## src/hdl/power_save_defines.svh

```systemverilog
// Constants of the power-save sequencer
`ifndef POWER_SAVE_DEFINES_SVH
`define POWER_SAVE_DEFINES_SVH
`define CMD_SPD_TOGGLE 8'ha2
`define CMD_WAKEUP 8'ha7
`define CMD_SHUTDOWN 8'ha8
`define SPD_EN_RESET 1'b1
`define IDLE_CYCLES_DEFAULT 32'd100000
`endif

```

## src/hdl/power_save_pkg.sv

```systemverilog
// Types of the power-save sequencer
package power_save_pkg;
	typedef enum logic [2:0] {
		ST_RUN = 3'b000,
		ST_IDLE_SLEEP = 3'b001,
		ST_CMD_SLEEP = 3'b010,
		ST_PIN_SLEEP = 3'b011,
		ST_FLUSH = 3'b100
	} ps_state_t;
endpackage

```

## src/hdl/touch_controller_power_save.sv

```systemverilog
// Power-save sequencer of the touch controller
//
// Contract
// RULE1: Toggle self-power-down enable on each received toggle command byte; the code toggles only in ST_RUN with the shutdown pin high.
// RULE2: With self-power-down enabled, sleep once touch and UART are both idle.
// RULE3: With self-power-down enabled, wake from idle sleep on touch or UART traffic.
// RULE4: In standby, halt all activity and stop the oscillator.
// RULE5: Drive the LED output high throughout standby.
// RULE6: Host waits 1 ms or 3 ms after wakeup before sending commands; host_model waits 10 clock cycles (1 us) instead.
// RULE7: Standby while shutdown pin low, until pin high or released.
// RULE8: While shutdown pin low, ignore every touch and UART byte.
// RULE9: On shutdown pin release, clear UART buffers then resume.
// RULE10: Shutdown command byte puts the device into standby.
// RULE11: Command standby with self-power-down enabled wakes on wakeup byte or touch.
// RULE12: Command standby with self-power-down disabled wakes only on wakeup byte.
// RULE13: Waking from command standby clears UART buffers before resuming.
// RULE14: Self-power-down is enabled after reset.
// RULE15: No reply byte is sent for the wakeup command.
// RULE16: Host sends wakeup before other commands when self-power-down enabled; tb sends the shutdown and toggle bytes with it enabled and no wakeup first.
// RULE17: Idle counter, cleared by touch or UART activity, judges inactivity.
`timescale 1ns/10ps
`include "power_save_defines.svh"

module touch_controller_power_save #(
	parameter int IDLE_CYCLES = `IDLE_CYCLES_DEFAULT,
	parameter int CNT_W = 32
) (
	// Clock and reset
	input wire logic ref_clk,
	input wire logic rst_n,
	// Shutdown pin, active low
	input wire logic shutdown_n,
	// Activity sources
	input wire logic touch_detect,
	input wire logic uart_activity,
	input wire logic rx_valid,
	input wire logic [7:0] rx_byte,
	// Standby and housekeeping outputs
	output logic standby,
	output logic osc_enable,
	output logic led,
	output logic uart_flush,
	output logic core_enable,
	output logic spd_enable,
	output power_save_pkg::ps_state_t state
);
	import power_save_pkg::*;

	////////////////////////////////////////////////////////////////////////
	// Command decode and activity
	logic byte_cmd_toggle;
	logic byte_cmd_wake;
	logic byte_cmd_shut;
	logic active;

	// State group
	ps_state_t state_r;
	ps_state_t state_nxt;

	// Self-power-down enable group
	logic spd_r;
	logic spd_nxt;

	// Idle counter group
	logic [CNT_W-1:0] idle_r;
	logic [CNT_W-1:0] idle_nxt;
	logic idle_done;

	// Output register group
	logic standby_r;
	logic standby_nxt;
	logic led_r;
	logic led_nxt;
	logic osc_r;
	logic osc_nxt;
	logic core_r;
	logic core_nxt;
	logic flush_r;
	logic flush_nxt;

	////////////////////////////////////////////////////////////////////////
	// Received byte matches a command code
	function automatic logic is_cmd(input logic v, input logic [7:0] b, input logic [7:0] c);
		is_cmd = v && (b == c);
	endfunction

	// Any of the three standby states
	function automatic logic is_sleep(input ps_state_t s);
		case (s)
			ST_IDLE_SLEEP: begin
				is_sleep = 1'b1;
			end
			ST_CMD_SLEEP: begin
				is_sleep = 1'b1;
			end
			ST_PIN_SLEEP: begin
				is_sleep = 1'b1;
			end
			default: begin
				is_sleep = 1'b0;
			end
		endcase
	endfunction

	assign byte_cmd_toggle = is_cmd(rx_valid, rx_byte, `CMD_SPD_TOGGLE);
	assign byte_cmd_wake = is_cmd(rx_valid, rx_byte, `CMD_WAKEUP);
	assign byte_cmd_shut = is_cmd(rx_valid, rx_byte, `CMD_SHUTDOWN);
	// Bytes count as traffic too, so a command stream keeps the block awake
	assign active = touch_detect || uart_activity || rx_valid;
	// Idle time is used up only while self-power-down is on
	assign idle_done = spd_r && (idle_r >= CNT_W'(IDLE_CYCLES - 1)); // [RULE2]

	////////////////////////////////////////////////////////////////////////
	// Next state; the shutdown pin overrides every other cause
	always_comb begin
		state_nxt = state_r;
		case (state_r)
			ST_RUN: begin
				if (!shutdown_n) begin
					state_nxt = ST_PIN_SLEEP; // [RULE7]
				end else if (byte_cmd_shut) begin
					state_nxt = ST_CMD_SLEEP; // [RULE10]
				end else if (!active && idle_done) begin
					state_nxt = ST_IDLE_SLEEP; // [RULE2]
				end
				// A wakeup byte while running only counts as traffic, with no reply [RULE15]
			end
			ST_IDLE_SLEEP: begin
				if (!shutdown_n) begin
					state_nxt = ST_PIN_SLEEP; // [RULE7]
				end else if (active) begin
					state_nxt = ST_RUN; // [RULE3]
				end
			end
			ST_CMD_SLEEP: begin
				if (!shutdown_n) begin
					state_nxt = ST_PIN_SLEEP; // [RULE7]
				end else if (byte_cmd_wake) begin
					state_nxt = ST_FLUSH; // [RULE11] [RULE12]
				end else if (spd_r && touch_detect) begin
					state_nxt = ST_FLUSH; // [RULE11]
				end
			end
			ST_PIN_SLEEP: begin
				// Touches and bytes are not looked at here [RULE8]
				if (shutdown_n) begin
					state_nxt = ST_FLUSH; // [RULE9]
				end
			end
			ST_FLUSH: begin
				if (!shutdown_n) begin
					state_nxt = ST_PIN_SLEEP; // [RULE7]
				end else begin
					state_nxt = ST_RUN; // [RULE9] [RULE13]
				end
			end
			default: begin
				state_nxt = ST_RUN;
			end
		endcase
	end

	always_ff @(posedge ref_clk or negedge rst_n) begin
		if (!rst_n) begin
			state_r <= ST_RUN;
		end else begin
			state_r <= state_nxt;
		end
	end

	////////////////////////////////////////////////////////////////////////
	// Toggle byte acts only while running and not overridden
	always_comb begin
		spd_nxt = spd_r;
		if ((state_r == ST_RUN) && shutdown_n && !byte_cmd_shut && byte_cmd_toggle) begin
			spd_nxt = !spd_r; // [RULE1]
		end
	end

	always_ff @(posedge ref_clk or negedge rst_n) begin
		if (!rst_n) begin
			spd_r <= `SPD_EN_RESET; // [RULE14]
		end else begin
			spd_r <= spd_nxt;
		end
	end

	////////////////////////////////////////////////////////////////////////
	// Counts consecutive quiet cycles in run; cleared on activity or leaving run
	always_comb begin
		idle_nxt = '0;
		if ((state_r == ST_RUN) && (state_nxt == ST_RUN) && !active) begin
			idle_nxt = idle_r + CNT_W'(1); // [RULE17]
		end
	end

	always_ff @(posedge ref_clk or negedge rst_n) begin
		if (!rst_n) begin
			idle_r <= '0;
		end else begin
			idle_r <= idle_nxt;
		end
	end

	////////////////////////////////////////////////////////////////////////
	// Outputs follow the next state so that they line up with state_r
	always_comb begin
		standby_nxt = is_sleep(state_nxt);
		led_nxt = is_sleep(state_nxt); // [RULE5]
		osc_nxt = !is_sleep(state_nxt); // [RULE4]
		// The core is held off in the flush cycle while the buffers clear
		core_nxt = !is_sleep(state_nxt) && (state_nxt != ST_FLUSH); // [RULE4] [RULE8] [RULE13]
		flush_nxt = (state_nxt == ST_FLUSH); // [RULE9] [RULE13]
	end

	always_ff @(posedge ref_clk or negedge rst_n) begin
		if (!rst_n) begin
			standby_r <= 1'b0;
			led_r <= 1'b0;
			osc_r <= 1'b1;
			core_r <= 1'b1;
			flush_r <= 1'b0;
		end else begin
			standby_r <= standby_nxt;
			led_r <= led_nxt;
			osc_r <= osc_nxt;
			core_r <= core_nxt;
			flush_r <= flush_nxt;
		end
	end

	////////////////////////////////////////////////////////////////////////
	// Every output is a flip-flop
	assign standby = standby_r;
	assign led = led_r;
	assign osc_enable = osc_r;
	assign core_enable = core_r;
	assign uart_flush = flush_r;
	assign spd_enable = spd_r;
	assign state = state_r;
endmodule

```

## config.mk

```make
export PLATFORM = sky130hd
export DESIGN_NAME = touch_controller_power_save
export DESIGN_NICKNAME = d
export VERILOG_FILES = /design/src/hdl/power_save_pkg.sv /design/src/hdl/touch_controller_power_save.sv
export VERILOG_INCLUDE_DIRS = /design/src /design/src/hdl
export SDC_FILE = /design/constraint.sdc
export NUM_CORES = 1
export LEC_CHECK = 0
export BUFFER_PORTS_ARGS = -buffer_cell sky130_fd_sc_hd__buf_2
export CORE_MARGIN = 10
export CORE_UTILIZATION = 30
export DETAILED_ROUTE_END_ITERATION = 6
export HOLD_SLACK_MARGIN = 0.1
export PLACE_DENSITY_LB_ADDON = 0.1
export SLEW_MARGIN = 20
export SYNTH_ARGS = -nofsm -noshare
export SYNTH_HDL_FRONTEND = slang
export SYNTH_SLANG_ARGS = --single-unit
```

## constraint.sdc

```tcl
create_clock -name ref_clk -period 1.7 [get_ports ref_clk]
set_input_delay 0.085 -clock ref_clk [delete_from_list [all_inputs] [get_ports ref_clk]]
set_output_delay 0.085 -clock ref_clk [all_outputs]
set_load 0.03 [all_outputs]
```

Yosys cells after proc, flatten, opt, wreduce, memory -nomap -nowiden
Index checks and enable logic that the tools add are counted.

Eq/ne operators: 12. Muxes and demuxes: 13. Magnitude comparators: 1. Div/mod/pow operators: 0. Bitwise logic cells: 0. Reduce and logical (&&, ||, !) cells: 21. Add/sub/neg operators: 1. Shift operators: 0. Multipliers: 0.

Operators with widths (number): $add A32 B1 Y32 const B (1); $ge A32 B17 Y1 const B (1); $mux W32 (1); $mux W3 (9); $eq A8 B8 Y1 const B (3); $pmux W3 S5 (1); $eq A3 B2 Y1 const B (4); $logic_and A1 B1 Y1 (12); $eq A3 B1 Y1 const B (2); $eq A3 B3 Y1 const B (2); $logic_not A3 Y1 (2); $logic_not A1 Y1 (4); $ne A3 B3 Y1 const B (1); $reduce_or A3 Y1 (1); $logic_or A1 B1 Y1 (2); $mux W2 (1); $mux W1 (1).

Latch bits: 0. Register bits after elaboration: 40. Memories: 0. Output and inout bits: 9. Memory bits (writable): 0. Bits of input ports: 14. Memory bits (read-only): 0.

Logic depth before layout (Yosys ltp)
Gate-level depths: netlist of the first run.

Depth in word-level cells: 13. Mapped depth: 7. Mapped depth without buffers: 6.

Worst setup path before layout of the first run
No wires, ideal clock.

Path kind: reg-to-reg. Start: register state_r[0] (netlist: state[0]). End: register led_r (netlist: led). Arrival: 1.640 ns. Path buffers: 1. Slack: -0.071 ns. Cell stages (with the launch flop): 7. Clock period less this slack: 1.771 ns. Setup time: 0.131 ns. Cell sequence: dfrtp_1 -> clkbuf_1 -> a21oi_1 -> nor2_1 -> nor3_1 -> a311o_1 -> or3_1.

RTL lines: from (decl) (RTL line touch_controller_power_save.sv:57) `ps_state_t state_r;`; from (signal assigned) (RTL line touch_controller_power_save.sv:167) `state_r <= state_nxt;`; $eq A3 B3 Y1, or another cell as far along (RTL line touch_controller_power_save.sv:117) `case (state_r)`; $pmux W3 S5 * (RTL line touch_controller_power_save.sv:117); named net state_nxt[1] (RTL line touch_controller_power_save.sv:58) `ps_state_t state_nxt;`; $eq A3 B2 Y1 or $eq A3 B1 Y1 (tied branches) (RTL line touch_controller_power_save.sv:89) `case (s)`; $reduce_or A3 Y1 (no source line) *; $mux W1 * (RTL line touch_controller_power_save.sv:89); named net led_nxt (RTL line touch_controller_power_save.sv:73) `logic led_nxt;`; to (signal assigned) (RTL line touch_controller_power_save.sv:225) `led_r <= led_nxt;`; to (decl) (RTL line touch_controller_power_save.sv:72) `logic led_r;`.

The timed path passes the listed nets; every way through them passes the cells marked *. A chain may end at the register's enable or synchronous reset.

Worst setup path in the final report of the first run
Start: register idle_r[1]. End: register state_r[0] (netlist: state[0]).

Cells in the longest elaborated chain, start to end: 7.

RTL lines: from (decl) (RTL line touch_controller_power_save.sv:65) `logic [CNT_W-1:0] idle_r;`; from (signal assigned) (RTL line touch_controller_power_save.sv:201) `idle_r <= idle_nxt;`; $ge A32 B17 Y1 (RTL line touch_controller_power_save.sv:111) `assign idle_done = spd_r && (idle_r >= CNT_W'(IDLE_CYCLES - 1));`; $logic_and A1 B1 Y1 (RTL line touch_controller_power_save.sv:111); $logic_and A1 B1 Y1 (RTL line touch_controller_power_save.sv:123) `end else if (!active && idle_done) begin`; $mux W3 (RTL line touch_controller_power_save.sv:123); $mux W3 (RTL line touch_controller_power_save.sv:121) `end else if (byte_cmd_shut) begin`; $mux W3 (RTL line touch_controller_power_save.sv:119) `if (!shutdown_n) begin`; $pmux W3 S5 (RTL line touch_controller_power_save.sv:117); named net state_nxt[0] (RTL line touch_controller_power_save.sv:58).

The timed path passes the listed nets, and every way through them passes these cells.

==> flow_metrics.tcl, run 1 <==
set metrics [dict create \
    htreeDepth 2 \
    synthMuxAreaShare_pct 0 \
    fmax_mhz 582 \
    period_share_pct 101 \
    grt_pass1_vias 1794 \
    worstSetupStartpoint "idle_r[1]" \
    die_h_um 104 \
    drv_slew 0 \
    maxCapViolCount 0 \
    core-area_um2 6790 \
    synth_edf_count 0 \
    final.min_clock_period_ps 1720 \
    cts_tree "built" \
    grt_first_pass_wirelength_mm 8.64 \
    drc_errors 0 \
    first_pass_iters 5 \
    rrSetupSlack_ps -20 \
    cp_slowest_cell "dfrtp_1" \
    worstPathMaxFanout 4 \
    grt_util_all_layers_pct 9.52 \
    root_buffer "clkbuf_8" \
    n_antenna_cell 0 \
    worstReg2RegEnd "state[0]" \
    wl_per_cell_um 13.0 \
    post_cts_buffers 0 \
    vias_per_cell 4.58 \
    finalSetupViolations 2 \
    worst_clock_skew_ps 8.08 \
    dpl.hpwl_mm 3.59 \
    clock_latency_ps 290 \
    async_flop_share_pct 100 \
    synth_compound_area_share_pct 5.61 \
    vias 1726 \
    postRouteAntennaNets 0 \
    drive_above_1_share_pct 29.2 \
    hold_ws_ps 246 \
    cp.required_ps 1920 \
    syn_inst 221 \
    synth_top_family_by_area "simple AND/OR/NAND/NOR gates" \
    critPathMaxStageDelay_ps 390 \
    fillers 693 \
    synthAdderAreaFrac_pct 0.596 \
    r2r-start "idle_r[1]" \
    final_nets 296 \
    violations "negative setup slack" \
    synth_xor_area_share_pct 12.1 \
    cts.path.max_buffers 2 \
    globalplace.congestion 0.711 \
    ys_warn_count 0 \
    timing.final.hold_violations 0 \
    drt_iter0_markers 71 \
    synth_seq_area_share_pct 47.9 \
    setup_ws_ps -19.6 \
    cts_buffers 5 \
    synthesis.nets 236 \
    start_util_pct 30.9 \
    p_leak_uw 0.00117 \
    grt-ovfl-total 0 \
    dp_slack_ps -72.7 \
    ioPinCount 23 \
    die_w_um 104 \
    powerDensity_nw_per_um2 823 \
    cts_sinks 40 \
    rows 30 \
    irDropWorstVdd_v 0.000649 \
    worstPathArrival_ps 1940 \
    synth-simple-area-share_pct 31.4 \
    die_area_um2 10700 \
    syn_area_um2 2100 \
    crit_path_end_kind "flop" \
    clk_pin_slew_ps 80 \
    critPathKind "reg -> reg" \
    status "finished, violations left" \
    reg2reg_depth 6 \
    syn_area_per_cell_um2 9.49 \
    syn_to_final_growth_pct 31.1 \
    cp_cell_sequence "ha_4, nand4_4, a21o_1, a311o_1, a221oi_2, a211o_1" \
    worst_pin_slew_ps 524 \
    slew_headroom_pct 65.1 \
    drt-total-wl_mm 4.89 \
    portBuffers 22 \
    synth_top_flop_cell "dfrtp_1" \
    holdCritPathClass "in -> reg" \
    cp-endpoint "state[0]" \
    yosysUniqueCellTypes 38 \
    antenna_found_initial 0 \
    startpoint_type "flop" \
    rsz0062_at_grt "yes" \
    grt_max_degree 33 \
    synth_seq_cells 40 \
]
## worst max-delay path, delay by kind of cell, from the launching register on
kind | cells | cell delay [ps]
compound gates | 4 | 1000
fa+ha+maj | 1 | 160
flops | 1 | 390
simple gates | 1 | 110
## timing repair
item / CTS / global route
endpoints found under the setup margin: 36 / 37
hold buffers: 3 / 0
hold endpoints to repair: 20 / 0
pin swaps: 6 / 1
resized for setup: 3 / 5
## synthesized netlist by cell type, types with 4 or more instances
cell	instances	area [µm²]
nor3_1	9	45.0
nor4_1	5	31.3
and3_1	5	31.3
xnor2_1	8	70.1
dfrtp_1	37	926
nand4_1	10	62.6
nand2_1	13	48.8
inv_1	5	18.8
buf_2	4	20.0
nor2_1	47	176
nand3_1	14	70.1
a21oi_1	4	20.0
xor2_1	21	184
## metrics by stage
stage	util, %	area [µm²]	total power, µW	TNS (ps)	instances
finish	40.5	2750	2260	-34.4	377
detailed placement	38.3	2600	1670	-377	367
global placement	38.3	2600	1670	-628	367
CTS	40.1	2730	2300	-84.6	377
global route	40.5	2750	2400	-1670	377
floorplan	-	2120	1480	0	221
## flip-flops by register name, summed over array words and instances, names as in the netlist
register / cells
core_enable: 1
idle_r: 32
led: 1
osc_enable: 1
spd_enable: 1
state: 3
uart_flush: 1
## how the worst min path moves through the flow
stage / start / endpoint / slack, ps / cells past startpoint
finish: shutdown_n / state[0] / 250 / 3
global route: shutdown_n / state[0] / 260 / 3
CTS: shutdown_n / state[0] / 230 / 3
detailed placement: rst_n / idle_r[14] / 90 / 1
global placement: rst_n / idle_r[14] / 90 / 1
floorplan: rst_n / idle_r[0] / -210 / 0
## where the power goes
group	total, µW	switching, µW	internal [µW]	leakage (µW)
registers	1110	73.3	1030	0.000534
clock network	602	323	279	0.0000410
logic	555	353	201	0.000597
total	2260	749	1510	0.00117
## cells by family (layout without fill, tap and decap cells)
family          count (synthesis)  in the layout
flops                          40             40
fa+ha+maj                       1              1
buf+inv                        11             71
simple gates                  124            124
compound gates                 16             16
xor+xnor                       29             29
## routing by layer
| metal | up-vias | global-route usage, % | wire, µm |
|---|---|---|---|
| li1 | 889 | - | - |
| met1 | 809 | 13.4 | 2590 |
| met2 | 22 | 13.6 | 2080 |
| met3 | 6 | 2.17 | 142 |
| met4 | 0 | 3.63 | 76 |
| met5 | - | 0 | 0 |
## cell usage in the layout (no fill, tap or decap), types with 7 or more instances in the layout
| master | instances |
|---|---|
| buf_2 | 22 |
| buf_4 | 31 |
| dfrtp_1 | 34 |
| nand2_1 | 13 |
| nand3_1 | 14 |
| nand4_1 | 10 |
| nor2_1 | 47 |
| nor3_1 | 7 |
| xnor2_1 | 8 |
| xor2_1 | 21 |
## area by class of cell
type                       instances  area [µm²]  area share, %
clock inverter                     1        5.00          0.182
tap                               96         120           4.37
inverter                           5        18.8          0.682
timing repair buffer              59         424           15.4
clock buffer                       6        72.6           2.64
multi-input combinational        170        1100           40.1
sequential                        40        1010           36.7
No activity file was read; power rests on OpenSTA's default activity.
==> run 2, diff against run 1 <==
- TNS_END_PERCENT: unset -> 1
==> run 2 against run 1 <==
Compared with the run above:
- the flow still finishes with violations (negative setup slack)
- routed wire length decreased by 0.27%
- utilization is 0.074 points lower
- first-iteration DRC count rose by 2.8%
- cell count unchanged
- via count down 0.12%
- count of clock-buffer cells in the layout unchanged
- non-clock buffer count unchanged
- sequential cell count unchanged
- fmax barely moved
- critical endpoint unchanged
==> flow_metrics.tcl, run 2 (synthesis results as in run 1) <==
set metrics [dict create \
    syn_to_final_growth_pct 30.9 \
    ioPinCount 23 \
    critPathKind "reg -> reg" \
    status "finished, violations left" \
    antenna_found_initial 0 \
    reg2reg_depth 6 \
    critPathBufInv 0 \
    grt_first_pass_wirelength_mm 8.64 \
    critPathMaxStageDelay_ps 390 \
    dpl.hpwl_mm 3.59 \
    drc_errors 0 \
    worstPathArrival_ps 1940 \
    clk_pin_slew_ps 80 \
    grt_pass1_vias 1794 \
    clock_latency_ps 290 \
    cts.path.max_buffers 2 \
    n_antenna_cell 0 \
    finalSetupViolations 2 \
    portBuffers 22 \
    drv_slew 0 \
    holdCritPathClass "in -> reg" \
    route.met3.wl_um 150 \
    final.min_clock_period_ps 1720 \
    met2_length_mm 2.08 \
    grt-ovfl-total 0 \
    startpoint_type "flop" \
    rsz0062_at_grt "yes" \
    crit_cells 6 \
    maxCapViolCount 0 \
    wl_met1_mm 2.57 \
    start_util_pct 30.9 \
    htreeDepth 2 \
    slew_headroom_pct 65.2 \
    worstPathMaxFanout 4 \
    die_h_um 104 \
    die_w_um 104 \
    drive_above_1_share_pct 28.8 \
    largest_register "idle_r" \
    postRouteAntennaNets 0 \
    period_share_pct 101 \
    grt_max_degree 33 \
    grt_util_all_layers_pct 9.52 \
    path_delay_family "compound AO/OA/AOI/OAI gates" \
    cts_tree "built" \
    powerDensity_nw_per_um2 824 \
    p_leak_uw 0.00118 \
    cp_slowest_cell "dfrtp_1" \
    final_common_cell "nor2_1" \
    core-area_um2 6790 \
    utilization_pct 40.4 \
    fmax_mhz 582 \
    drt_iter0_markers 73 \
    post_dp_cell_area_um2 2600 \
    cts_buffers 5 \
    fin_cells 377 \
    root_buffer "clkbuf_8" \
    final_design_area_no_fill_um2 2750 \
    vias 1724 \
    wl_per_cell_um 12.9 \
    first_pass_iters 4 \
    whs_path_depth 3 \
    worst_clock_skew_ps 8.34 \
    setup_ws_ps -18.7 \
    dp.cells 367 \
    worst_pin_slew_ps 523 \
    highest_layer "met4" \
    largest_register_ffs 32 \
    cts_sinks 40 \
    final_nets 296 \
    cp_cell_sequence "ha_4, nand4_4, a21o_1, a311o_1, a221oi_2, a211o_1" \
    timing.final.hold_violations 0 \
    cp.required_ps 1920 \
    drt-total-wl_mm 4.88 \
    rows 30 \
    globalplace.congestion 0.711 \
    die_area_um2 10700 \
    finalPower_uw 2260 \
    violations "negative setup slack" \
    crit_path_end_kind "flop" \
    vias_per_cell 4.57 \
    irDropWorstVdd_v 0.000649 \
    final_cell_mix "nor2_1, dfrtp_1, buf_4" \
]
-- run 2: final timing paths --
| path | from | to | slack [ps] |
|---|---|---|---|
| max | idle_r[1] | state[0] | -20 |
| min | shutdown_n | state[0] | 250 |
| max reg2reg | idle_r[1] | state[0] | -20 |
| min reg2reg | idle_r[16] | idle_r[16] | 560 |
| max in group asynchronous | rst_n | spd_enable | 830 |
| min in group asynchronous | rst_n | idle_r[14] | 300 |
-- run 2: repair_timing --
item,4_1_cts,5_1_grt
endpoints found under the hold margin,20,0
hold buffers,3,0
resized for setup,3,3
pin swaps,6,0
endpoints found under the setup margin,36,37
setup buffers,0,0
-- run 2: worst reg2reg max path: stages (launching register included) --
cell      delay [ps]
dfrtp_1          390
ha_4             160
nand4_4          110
a21o_1           180
a311o_1          300
a221oi_2         360
a211o_1          160
-- run 2: through the flow --
step | hold slack (ps) | setup slack (ps) | TNS [ps]
global placement | 88.9 | -82.2 | -628
detailed placement | 91.6 | -72.7 | -377
CTS | 229 | -37.0 | -84.6
finish | 246 | -18.7 | -32.7
global route | 261 | -111 | -1650
floorplan | -211 | 10.7 | 0
-- run 2: routing by layer --
layer  global-route usage, %  up-vias
met1                    13.4      800
li1                        -      889
met3                    2.17        7
met2                    13.6       28
met5                       0        -
met4                    3.63        0
-- run 2: area by class of cell --
cell class	instances	area (µm²)
repair buffers	59	420
clock buffers	6	72.6
flip-flops and latches	40	1010
inverters	5	18.8
well taps	96	120
multi-input cells	170	1100
clock inverters	1	5.00
fillers	694	4050
-- run 2: where the power goes --
part	leakage (µW)	switching, µW	total (µW)	internal (µW)
logic	0.000598	353	555	201
registers	0.000536	73.3	1110	1030
clock network	0.0000410	321	601	279
total	0.00118	748	2260	1510
